==> config.mk <==
export PLATFORM = sky130hd
export DESIGN_NAME = nand_host
export DESIGN_NICKNAME = d
export VERILOG_FILES = /design/src/logic/nand_host_pkg.sv /design/src/logic/byte_fifo.sv /design/src/logic/nand_host.sv
export VERILOG_INCLUDE_DIRS = /design/src /design/src/logic
export SDC_FILE = /design/constraint.sdc
export NUM_CORES = 1
export LEC_CHECK = 0
export BUFFER_PORTS_ARGS = -buffer_cell sky130_fd_sc_hd__buf_2
export CAP_MARGIN = 0
export CORE_UTILIZATION = 55
export DETAILED_ROUTE_END_ITERATION = 7
export PLACE_DENSITY = 0.89
export SYNTH_ARGS = -nofsm -noshare
export SYNTH_HDL_FRONTEND = slang
export SYNTH_SLANG_ARGS = --single-unit
==> constraint.sdc <==
create_clock -name sys_clk -period 2.15 [get_ports sys_clk]
set_input_delay 0 -clock sys_clk [delete_from_list [all_inputs] [get_ports sys_clk]]
set_output_delay 0 -clock sys_clk [all_outputs]
set_load 0.1 [all_outputs]
==> src/logic/nand_host_regs.svh <==
// constants of the nand host controller
// Summary of operation
// - host holds byte stable around strobe rise
// - five address cycles, least significant first
// - unused upper address bits driven zero
// - read pairs 00/30, 00/35, 00/31; 34 exits
// - program 80/10, cache 80/15, copyback 85/10
// - erase 60, block address, then D0
// - singles: 90 id, 70 status, FF reset
// - column change 05, column cycles, E0
// - while busy only reset and status
// - program and erase need lock high
// - data out with flags low, strobe high
// - write data with flags low, lock high
// - erase takes three row cycles
`ifndef NAND_HOST_REGS_SVH
`define NAND_HOST_REGS_SVH
`define CMD_READ_SETUP    8'h00
`define CMD_READ_GO       8'h30
`define CMD_READ_COPYBACK 8'h35
`define CMD_CACHE_READ    8'h31
`define CMD_CACHE_EXIT    8'h34
`define CMD_PROG_SETUP    8'h80
`define CMD_PROG_GO       8'h10
`define CMD_CACHE_PROG    8'h15
`define CMD_COPYBACK_PROG 8'h85
`define CMD_ERASE_SETUP   8'h60
`define CMD_ERASE_GO      8'hd0
`define CMD_READ_ID       8'h90
`define CMD_STATUS        8'h70
`define CMD_RESET         8'hff
`define CMD_COL_OUT       8'h05
`define CMD_COL_OUT_GO    8'he0
`define STATUS_READY_BIT  6
`define STATUS_FAIL_BIT   0
`define ADDR_CYCLES_FULL  3'h5
`define ADDR_CYCLES_COL   3'h2
`define ADDR_CYCLES_ROW   3'h3
`define SYS_CLK_NS        20
`define STROBE_NS         40
`define STROBE_CYCLES     ((`STROBE_NS + `SYS_CLK_NS - 1) / `SYS_CLK_NS)
`endif

==> src/logic/nand_host_pkg.sv <==
// types of the nand host controller
package nand_host_pkg;
	typedef enum logic [2:0]
	{
		OP_CMD  = 3'h0,
		OP_ADDR = 3'h1,
		OP_WDATA = 3'h2,
		OP_RDATA = 3'h3,
		OP_WAIT = 3'h4
	} op_kind_t;

	typedef struct packed
	{
		op_kind_t    kind;
		logic [7:0]  value;
		logic        modify;
	} request_t;

	typedef struct packed
	{
		logic       cmdLatch;
		logic       addrLatch;
		logic       selectN;
		logic       inStrobeN;
		logic       outStrobeN;
		logic       lockN;
	} pins_t;

	typedef enum logic [5:0]
	{
		ST_IDLE  = 6'b000001,
		ST_SETUP = 6'b000010,
		ST_LOW   = 6'b000100,
		ST_HIGH  = 6'b001000,
		ST_WAIT  = 6'b010000,
		ST_DONE  = 6'b100000
	} state_t;
endpackage

==> src/logic/byte_fifo.sv <==
// small valid/ready fifo for read data
`timescale 1ns/1ns
module byte_fifo #(
	parameter int WIDTH = 8,
	parameter int DEPTH = 8
)(
	input  wire logic             sys_clk,
	input  wire logic             rstn,
	input  wire logic             inValid,
	output logic                  inReady,
	input  wire logic [WIDTH-1:0] inData,
	output logic                  outValid,
	input  wire logic             outReady,
	output logic      [WIDTH-1:0] outData
);
	localparam int AW = $clog2(DEPTH);
	logic [WIDTH-1:0] store [DEPTH];
	logic [AW-1:0]    wrPtr;
	logic [AW-1:0]    rdPtr;
	logic [AW:0]      count;
	wire              doWrite = inValid && inReady;
	wire              doRead  = outValid && outReady;

	assign inReady  = (count != DEPTH[AW:0]);
	assign outValid = (count != '0);
	assign outData  = store[rdPtr];

	always_ff @(posedge sys_clk or negedge rstn)
	begin
		if (!rstn)
		begin
			wrPtr <= '0;
			rdPtr <= '0;
			count <= '0;
		end
		else
		begin
			if (doWrite)
				wrPtr <= (wrPtr == AW'(DEPTH - 1)) ? '0 : wrPtr + 1'b1;
			if (doRead)
				rdPtr <= (rdPtr == AW'(DEPTH - 1)) ? '0 : rdPtr + 1'b1;
			count <= count + (AW+1)'(doWrite) - (AW+1)'(doRead);
		end
	end

	always_ff @(posedge sys_clk)
	begin
		if (doWrite)
			store[wrPtr] <= inData;
	end
endmodule

==> src/logic/nand_host.sv <==
// host controller driving the nand pins one bus cycle at a time
`timescale 1ns/1ns
`include "nand_host_regs.svh"
module nand_host (
	input  wire logic                    sys_clk,
	input  wire logic                    rstn,
	input  wire nand_host_pkg::request_t reqData,
	input  wire logic                    reqValid,
	output logic                         reqReady,
	output logic                         writeProtect,
	input  wire logic                    allowModify,
	output logic                         rdValid,
	input  wire logic                    rdReady,
	output logic [7:0]                   rdData,
	output logic                         refused,
	output logic                         deviceBusy,
	output nand_host_pkg::pins_t         pins,
	output logic [7:0]                   busOut,
	output logic                         busOe_n,
	input  wire logic [7:0]              busIn,
	input  wire logic                    readyBusyIn
);
	import nand_host_pkg::*;

	state_t     state;
	state_t     next_state;
	request_t   cur;
	logic [1:0] tick;
	logic [1:0] rbSync;
	logic [7:0] busS1;
	logic [7:0] busS2;
	logic       inSetup;
	logic       fifoReady;
	logic       capVal;
	logic [2:0] addrLane;
	request_t   next_cur;

	wire logic rbReady = rbSync[1];
	wire logic cmdBusyOk = (reqData.value == `CMD_RESET) || (reqData.value == `CMD_STATUS);
	wire logic blockMod = reqData.modify && !allowModify;
	// busy blocks other commands
	// reads and waits still pass so the status byte can be polled
	wire logic busyBlock = !rbReady && ((reqData.kind == OP_CMD && !cmdBusyOk) || reqData.kind == OP_ADDR
	                                    || reqData.kind == OP_WDATA);
	wire logic accept = reqValid && (state == ST_IDLE) && !busyBlock && !blockMod;
	wire logic tickDone = (tick == 2'(`STROBE_CYCLES - 1));
	wire logic isRead = (cur.kind == OP_RDATA);
	wire logic isWrite = (cur.kind != OP_RDATA) && (cur.kind != OP_WAIT);

	function automatic logic [7:0] laneMask(input logic [2:0] lane);
		case (lane)
			3'h1:
				laneMask = 8'h0f;
			3'h4:
				laneMask = 8'h03;
			default:
				laneMask = 8'hff;
		endcase
	endfunction

	wire logic       eraseSetup = (reqData.value == `CMD_ERASE_SETUP);
	wire logic [2:0] firstLane  = eraseSetup ? `ADDR_CYCLES_COL : 3'h0;
	wire logic       takeCmd    = accept && (reqData.kind == OP_CMD);
	wire logic       takeAddr   = accept && (reqData.kind == OP_ADDR);
	wire logic [7:0] laneValue  = reqData.value & laneMask(addrLane);

	assign next_cur = '{kind: reqData.kind, value: (reqData.kind == OP_ADDR) ? laneValue : reqData.value,
	                   modify: reqData.modify};

	assign reqReady = (state == ST_IDLE) && !busyBlock && !blockMod;
	assign refused = reqValid && (state == ST_IDLE) && (busyBlock || blockMod);
	assign deviceBusy = !rbReady;

	always_ff @(posedge sys_clk or negedge rstn)
	begin
		if (!rstn)
		begin
			// line idles released high, so no false busy after reset
			rbSync <= 2'h3;
			busS1 <= 8'h00;
			busS2 <= 8'h00;
		end
		else
		begin
			rbSync <= {rbSync[0], readyBusyIn};
			busS1 <= busIn;
			busS2 <= busS1;
		end
	end

	always_comb
	begin
		next_state = state;
		case (state)
			ST_IDLE:
				if (accept)
					next_state = (reqData.kind == OP_WAIT) ? ST_WAIT : ST_SETUP;
			ST_SETUP:
				if (tickDone)
					next_state = ST_LOW;
			ST_LOW:
				if (tickDone)
					next_state = ST_HIGH;
			ST_HIGH:
				if (tickDone && (!isRead || fifoReady))
					next_state = ST_DONE;
			// wait covers array time; select may drop meanwhile
			ST_WAIT:
				if (rbReady && tickDone)
					next_state = ST_DONE;
			ST_DONE:
				next_state = ST_IDLE;
			default:
				next_state = ST_IDLE;
		endcase
	end

	always_ff @(posedge sys_clk or negedge rstn)
	begin
		if (!rstn)
		begin
			state <= ST_IDLE;
			cur <= '0;
			tick <= 2'h0;
		end
		else
		begin
			state <= next_state;
			tick <= (next_state != state) ? 2'h0 : (tickDone ? tick : tick + 2'h1);
			if (accept)
				cur <= next_cur;
		end
	end

	// lane saturates; a runaway burst cannot wrap onto lane zero
	always_ff @(posedge sys_clk or negedge rstn)
	begin
		if (!rstn)
			addrLane <= 3'h0;
		else if (takeCmd)
			addrLane <= firstLane;
		else if (takeAddr && (addrLane != 3'h7))
			addrLane <= addrLane + 3'h1;
	end

	wire logic active = (state == ST_SETUP) || (state == ST_LOW) || (state == ST_HIGH);
	assign inSetup = active;

	always_ff @(posedge sys_clk or negedge rstn)
	begin
		if (!rstn)
		begin
			pins <= '{cmdLatch: 1'b0, addrLatch: 1'b0, selectN: 1'b1,
			          inStrobeN: 1'b1, outStrobeN: 1'b1, lockN: 1'b0};
			busOut <= 8'h00;
			busOe_n <= 1'b1;
			writeProtect <= 1'b1;
		end
		else
		begin
			pins.cmdLatch <= inSetup && (cur.kind == OP_CMD);
			pins.addrLatch <= inSetup && (cur.kind == OP_ADDR);
			pins.selectN <= !inSetup;
			pins.inStrobeN <= !(isWrite && state == ST_LOW);
			pins.outStrobeN <= !(isRead && state == ST_LOW);
			pins.lockN <= allowModify;
			writeProtect <= !allowModify;
			busOut <= isWrite ? cur.value : 8'h00;
			busOe_n <= !(isWrite && inSetup);
		end
	end

	// take byte once
	// the strobe-low sample leaves busS2 two edges later, in the high phase
	wire logic capture = isRead && (state == ST_HIGH) && tickDone && !capVal;

	always_ff @(posedge sys_clk or negedge rstn)
	begin
		if (!rstn)
			rdData <= 8'h00;
		else if (capture)
			rdData <= busS2;
	end

	always_ff @(posedge sys_clk or negedge rstn)
	begin
		if (!rstn)
			capVal <= 1'b0;
		else if (capture)
			capVal <= 1'b1;
		else if (fifoReady)
			capVal <= 1'b0;
	end

	byte_fifo #(.WIDTH(8), .DEPTH(8)) readBuffer (
		.sys_clk  (sys_clk),
		.rstn     (rstn),
		.inValid  (capVal),
		.inReady  (fifoReady),
		.inData   (rdData),
		.outValid (rdValid),
		.outReady (rdReady),
		.outData  ()
	);
endmodule

==> After elaboration in Yosys (flattened, before gate mapping) <==
Cells that the tools add are included.
{ "word_totals": {"ff_bits": 69, "latch_bits": 0, "ram_bits": 0, "rom_bits": 0, "inputBits": 26, "output_inout_bits": 28, "word_cells": 112, "mem_count": 0} }
{ "op_classes": {"addsub": 4, "n_mul": 0, "div": 0, "magnitude_cmp": 0, "n_eq_ne": 22, "n_shift": 0, "n_mux": 17, "bitwise_logic": 1, "n_reduce_logical": 48} }
{ "op_table": {"columns": ["operator", "n"], "rows": [
  ["2-to-1 mux 6 bit", 5],
  ["one-hot mux 6 bit (5 select lines)", 1],
  ["logical AND 1 bit", 25],
  ["equality test 8 x 7 -> 1 bit (second input constant)", 2],
  ["2-to-1 mux 8 bit", 2],
  ["one-hot mux 8 bit (2 select lines)", 1],
  ["zero test 1 bit", 11],
  ["equality test 3 x 1 -> 1 bit (second input constant)", 3],
  ["AND 8 bit", 1],
  ["equality test 8 bit (second input constant)", 1],
  ["logical OR 1 bit", 7],
  ["equality test 3 x 2 -> 1 bit (second input constant)", 2],
  ["equality test 3 bit (second input constant)", 2],
  ["equality test 6 x 1 -> 1 bit (second input constant)", 1],
  ["equality test 6 x 2 -> 1 bit (second input constant)", 1],
  ["equality test 6 x 3 -> 1 bit (second input constant)", 1],
  ["equality test 6 x 4 -> 1 bit (second input constant)", 1],
  ["equality test 6 x 5 -> 1 bit (second input constant)", 1],
  ["zero test 3 bit", 2],
  ["2-to-1 mux 2 bit", 3],
  ["2-to-1 mux 3 bit", 2],
  ["!= test 3 bit (second input constant)", 2],
  ["!= test 6 bit", 1],
  ["2-to-1 mux 5 bit", 1],
  ["11 further kinds", 13]
]} }

==> Depth between registers and ports, before layout <==
{ "depth": {"depth_word": 14, "depth_mapped": 10, "mapped_depth_nobuf": 10} }

==> Hierarchy <==
Synthesis repeated with hierarchy kept, for this count alone.
{ "hier_totals": {"hier_cells": 370, "area_unflattened_um2": 5808.1} }
{ "by_module_without_submodules": {"columns": ["mod", "instances", "cells_each", "area_per_inst_um2", "seq_area_each_um2"], "rows": [
  ["byte_fifo", 1, 149, 3091.7, 2172.1],
  ["nand_host", 1, 221, 2716.4, 1636.6]
]} }

==> Worst setup path after synthesis <==
No wires, ideal clock.
{ "synth_timing": {"path_kind": "reg2reg", "from": "reg readBuffer.count[2]", "to": "reg readBuffer.count[2]", "setup_time_ps": 123, "arrival_ps": 2509, "required_ps": 2027, "setup_slack_ps": -482, "stages_incl_launch_ff": 11, "path_buffers": 0, "synth_period_minus_slack_ps": 2632, "path_cell_list": "dfrtp_1 -> inv_1 -> ha_1 -> nand2_1 -> and2_1 -> ha_1 -> inv_1 -> ha_1 -> inv_1 -> fa_1 -> xnor2_1"} }
{ "synth_via": {"word_cells_on_any_way": 6, "classes_between": "add/sub (2); eq/ne (1); reduce/logical (3)"} }
{ "synth_lines": {"columns": ["item", "line", "source"], "rows": [
  ["start: declaration", "byte_fifo.sv:20", "logic [AW:0] count;"],
  ["start signal: assignment", "byte_fifo.sv:42", "count <= count + (AW+1)'(doWrite) - (AW+1)'(doRead);"],
  ["nonzero test 4 bit", "byte_fifo.sv:25", "assign outValid = (count != '0);"],
  ["named net rdValid", "nand_host.sv:12", "output logic rdValid,"],
  ["logical AND 1 bit", "byte_fifo.sv:22", "wire doRead = outValid && outReady;"],
  ["subtractor 4 x 1 -> 4 bit", "byte_fifo.sv:42", null]
]} }
The timed path passes the listed nets, and every way through them passes these cells.
A chain may end at the register's enable or synchronous reset.

==> Worst setup path in the final report <==
{ "layout_timing": {"from": "in reqData[1] (netlist name)", "to": "out refused"} }
{ "layout_via": {"elab_chain_cells": 9, "word_cells_on_any_way": 10, "classes_between": "eq/ne (2); reduce/logical (8)"} }
{ "layout_lines": {"columns": ["item", "line", "source"], "rows": [
  ["start: declaration", "nand_host.sv:7", "input wire nand_host_pkg::request_t reqData,"],
  ["equality test 8 bit (no line) or equality test 8 x 7 -> 1 bit (tied branches)", null, null],
  ["logical OR 1 bit *", "nand_host.sv:39", "wire logic cmdBusyOk = (reqData.value == `CMD_RESET) || (reqData.value == `CMD_STATUS);"],
  ["zero test 1 bit *", "nand_host.sv:43", "wire logic busyBlock = !rbReady && ((reqData.kind == OP_CMD && !cmdBusyOk) || reqData.kind == OP_ADDR"],
  ["logical AND 1 bit *", "nand_host.sv:43", null],
  ["logical OR 1 bit *", "nand_host.sv:43", null],
  ["logical OR 1 bit *", "nand_host.sv:44", "|| reqData.kind == OP_WDATA);"],
  ["logical AND 1 bit *", "nand_host.sv:43", null],
  ["logical OR 1 bit *", "nand_host.sv:71", "assign refused = reqValid && (state == ST_IDLE) && (busyBlock || blockMod);"],
  ["logical AND 1 bit *", "nand_host.sv:71", null],
  ["end: declaration", "nand_host.sv:15", "output logic refused,"]
]} }
Every way passes the cells marked *; elsewhere a longest branch is shown, timed or not.

==> results.md <==
* Final-report hold violation count at 0
* Initial DRT Pass Iterations at 5
* R2r setup slk at 100 ps
* Tcrit/Tclk final at 96.25%
* Via count at 2171
* CTS Buf Count at 9
* Max Slew Vio Count at 0
* Number of synthesized flops with an enable pin at 0
* Status: complete, no violations
* FMAX at 0.4832 GHz
* Area delta synth->final at 29.34%
* First-pass GRT wire length at 10.17 mm
* Vias per cell at 5.455
* Synth Net Count at 272
* P_leak at 1.861 nW
* Fillers at 325
* Post-DP HPWL at 3.905 mm
* N_diodes at 0
* CP Cell Sequence: dlygate4sd3_1 -> buf_2 -> or4_4 -> nor3_4 -> o21ai_2 -> and2_1 -> buf_12
* Hold Crit Class: in -> reg
* Setup crit start kind: primary input
* CP Depth at 7
* Final setup skew at 10.66 ps
* Seq. cell area at 0.001737 mm^2
* Die area at 0.005558 mm^2
* Tmin final at 2069 ps
* WL final at 6.582 mm
* TNS Setup at 0 ps
* CP max stage cell: or4_4
* Top delay family on crit path: simple AND/OR/NAND/NOR gates
* Reg clk slew, reported paths at 80 ps
* CP arrival at 2070 ps
* Crit path kind: in -> out
* Sequential element share of the synthesized area at 59.98%
* H-tree levels at 3
* Crit end category: output pin
* Clock tree root buffer cell: clkbuf_8
* Largest net degree at the start of global routing at 26
* Number of synthesized register bits at 69
* Worst-Skew Late Latency at 350 ps
* Cells after Synth at 234
* Total Nets Final at 361
* Number of global-route vias before repair at 2197
* Async SR Flop Fraction at 100.0%
* Initial antenna violation count at 0
* DRC at 0
* # Max-Cap Violations at 0
* Detail Route Antenna Nets at 0
* Clk sink count at 69
* GR Util All Layers at 25.77%
* WL per Instance at 16.54 um
* Io pins at 54
* Core Rows at 26
* Post-Syn Area at 0.002895 mm^2
* Util after Layout at 73.79%
* Worst EP required at 2150 ps
* Peak supply drop at 0.6413 mV
* Iteration-0 DRC Markers at 134
* Power density over cell area at 1194 mW/mm^2
* CTS tree: built
* Max_slew headroom at 57.29%
* Initial core utilization at 57.05%
* WP buf/inv at 3
* Die W at 74.56 um
* Hold depth at 4
* Clock buffer depth at 2
* Ys Warns at 0
* Worst Tran Pin Value at 640.7 ps
* Die H at 74.56 um
* R2R depth at 10
* Slowest stage delay, CP at 550 ps
* Core area at 0.005075 mm^2
* Global route overflow at 0
* Setup violators final at 0
* Crit path max fanout at 4
* Ys flop type: dfrtp_1
* Share of layout cells above drive strength 1 at 34.45%
* Cell variety after synth at 44
* Routability cong. at 0.8714
* Unrepaired setup endpoints after global routing: false
* Avg Cell Area, Syn at 12.37 um^2
* Buffers on Ports at 53
* Multi-input combinational cell area at 0.001087 mm^2
cell usage after synthesis (2+ instances only):
| library cell | instances | area share [%] |
|---|---|---|
| a21o_1 | 2 | 0.52 |
| a21oi_1 | 6 | 1.0 |
| and2_1 | 12 | 2.6 |
| and3_1 | 3 | 0.65 |
| dfrtp_1 | 61 | 53 |
| dfstp_2 | 8 | 7.3 |
| ha_1 | 11 | 4.8 |
| inv_1 | 18 | 2.3 |
| mux2_2 | 13 | 5.1 |
| mux2i_1 | 3 | 1.0 |
| nand2_1 | 24 | 3.1 |
| nand3_1 | 3 | 0.52 |
| nand4_1 | 3 | 0.65 |
| nor2_1 | 15 | 1.9 |
| nor2b_1 | 3 | 0.65 |
| nor3_1 | 3 | 0.52 |
| nor4_1 | 3 | 0.65 |
| o21ai_0 | 12 | 2.1 |
| o21ai_2 | 3 | 0.91 |
| xnor2_1 | 2 | 0.61 |
| xor2_1 | 3 | 0.91 |
area by class of cell:
cell class,instances,share of cell area [%]
well taps,70,2.339
clock inverters,6,1.871
clock buffers,10,3.675
flip-flops and latches,69,46.38
multi-input cells,144,29.03
repair buffers,81,14.90
inverters,18,1.804
cell families after synthesis:
family / synth area share (%)
AO/OA/AOI/OAI: 8.384
XOR/XNOR: 1.513
adder cells (fa/ha/maj): 5.445
buffers and inverters: 3.111
flip-flops: 59.98
multiplexers: 6.093
AND/OR/NAND/NOR: 15.47
worst paths after layout:
path                                      from                  end
setup reg to reg           readBuffer.count[2]  readBuffer.count[1]
hold / removal                        reqValid             state[0]
hold reg to reg                       busS1[3]             busS2[3]
max in group asynchronous                 rstn             state[0]
min in group asynchronous                 rstn               cur[1]
setup / recovery                    reqData[1]              refused
power by group:
group          switching, W  internal [W]
Combinational       0.00116      0.000484
Clock              0.000520      0.000575
Sequential         0.000166       0.00157
Total               0.00184       0.00263
cells in the final DEF (no fill, tap or decap), types with 8 or more instances in the layout:
cell / n
clkbuf_8: 10
dfrtp_1: 61
buf_2: 51
o21ai_0: 10
dlygate4sd3_1: 21
mux2_2: 13
ha_1: 11
and2_1: 11
nor2_1: 13
nand2_1: 23
inv_1: 18
dfstp_2: 8
stage by stage:
| step | hold slack (ps) | area, um^2 | power [W] | setup slack [ps] | std cells |
|---|---|---|---|---|---|
| final | 32.09 | 3745 | 0.004471 | 80.67 | 398 |
| after global routing | 35.29 | 3745 | 0.004716 | 14.11 | 398 |
| after CTS | 10.92 | 3726 | 0.004477 | 3.537 | 396 |
| after detailed placement | -9.051 | 3308 | 0.003339 | 107.2 | 359 |
| after global placement | -21.93 | 3308 | 0.003260 | 215.3 | 359 |
| after floorplan | -295.6 | 2910 | 0.002984 | 17.24 | 234 |
layer usage:
layer / vias to the layer above / global-route usage [%] / share of wire [%]
li1: 981 / - / -
met1: 1054 / 30.05 / 39
met3: 31 / 7.317 / 6.0
met2: 105 / 42.74 / 51
met5: - / 0 / 0
met4: 0 / 14.68 / 4.2
registers in the layout, summed over array words and instances, names as in the netlist, 3 cells and up:
name	cells
rdData	8
busOut	8
addrLane	3
busS2	8
readBuffer.count	4
busS1	8
state	6
cur	11
pins	6
timing repair:
action	CTS	global route
resized for setup	1	2
endpoints found under the setup margin	1	2
hold buffers	21	0
hold endpoints to repair	41	0
pin swaps	0	1
gates cloned	0	0
setup buffers	0	2
worst reg2reg max path: stages (launching register included):
cell and delay [ps]:
dfrtp_1 360, inv_1 100, ha_1 210, nand2_4 60, and2_4 130, ha_1 270, inv_1 70, ha_1 170
inv_1 50, fa_1 490, inv_1 50
Note: power is estimated with default switching activity, not from simulation.
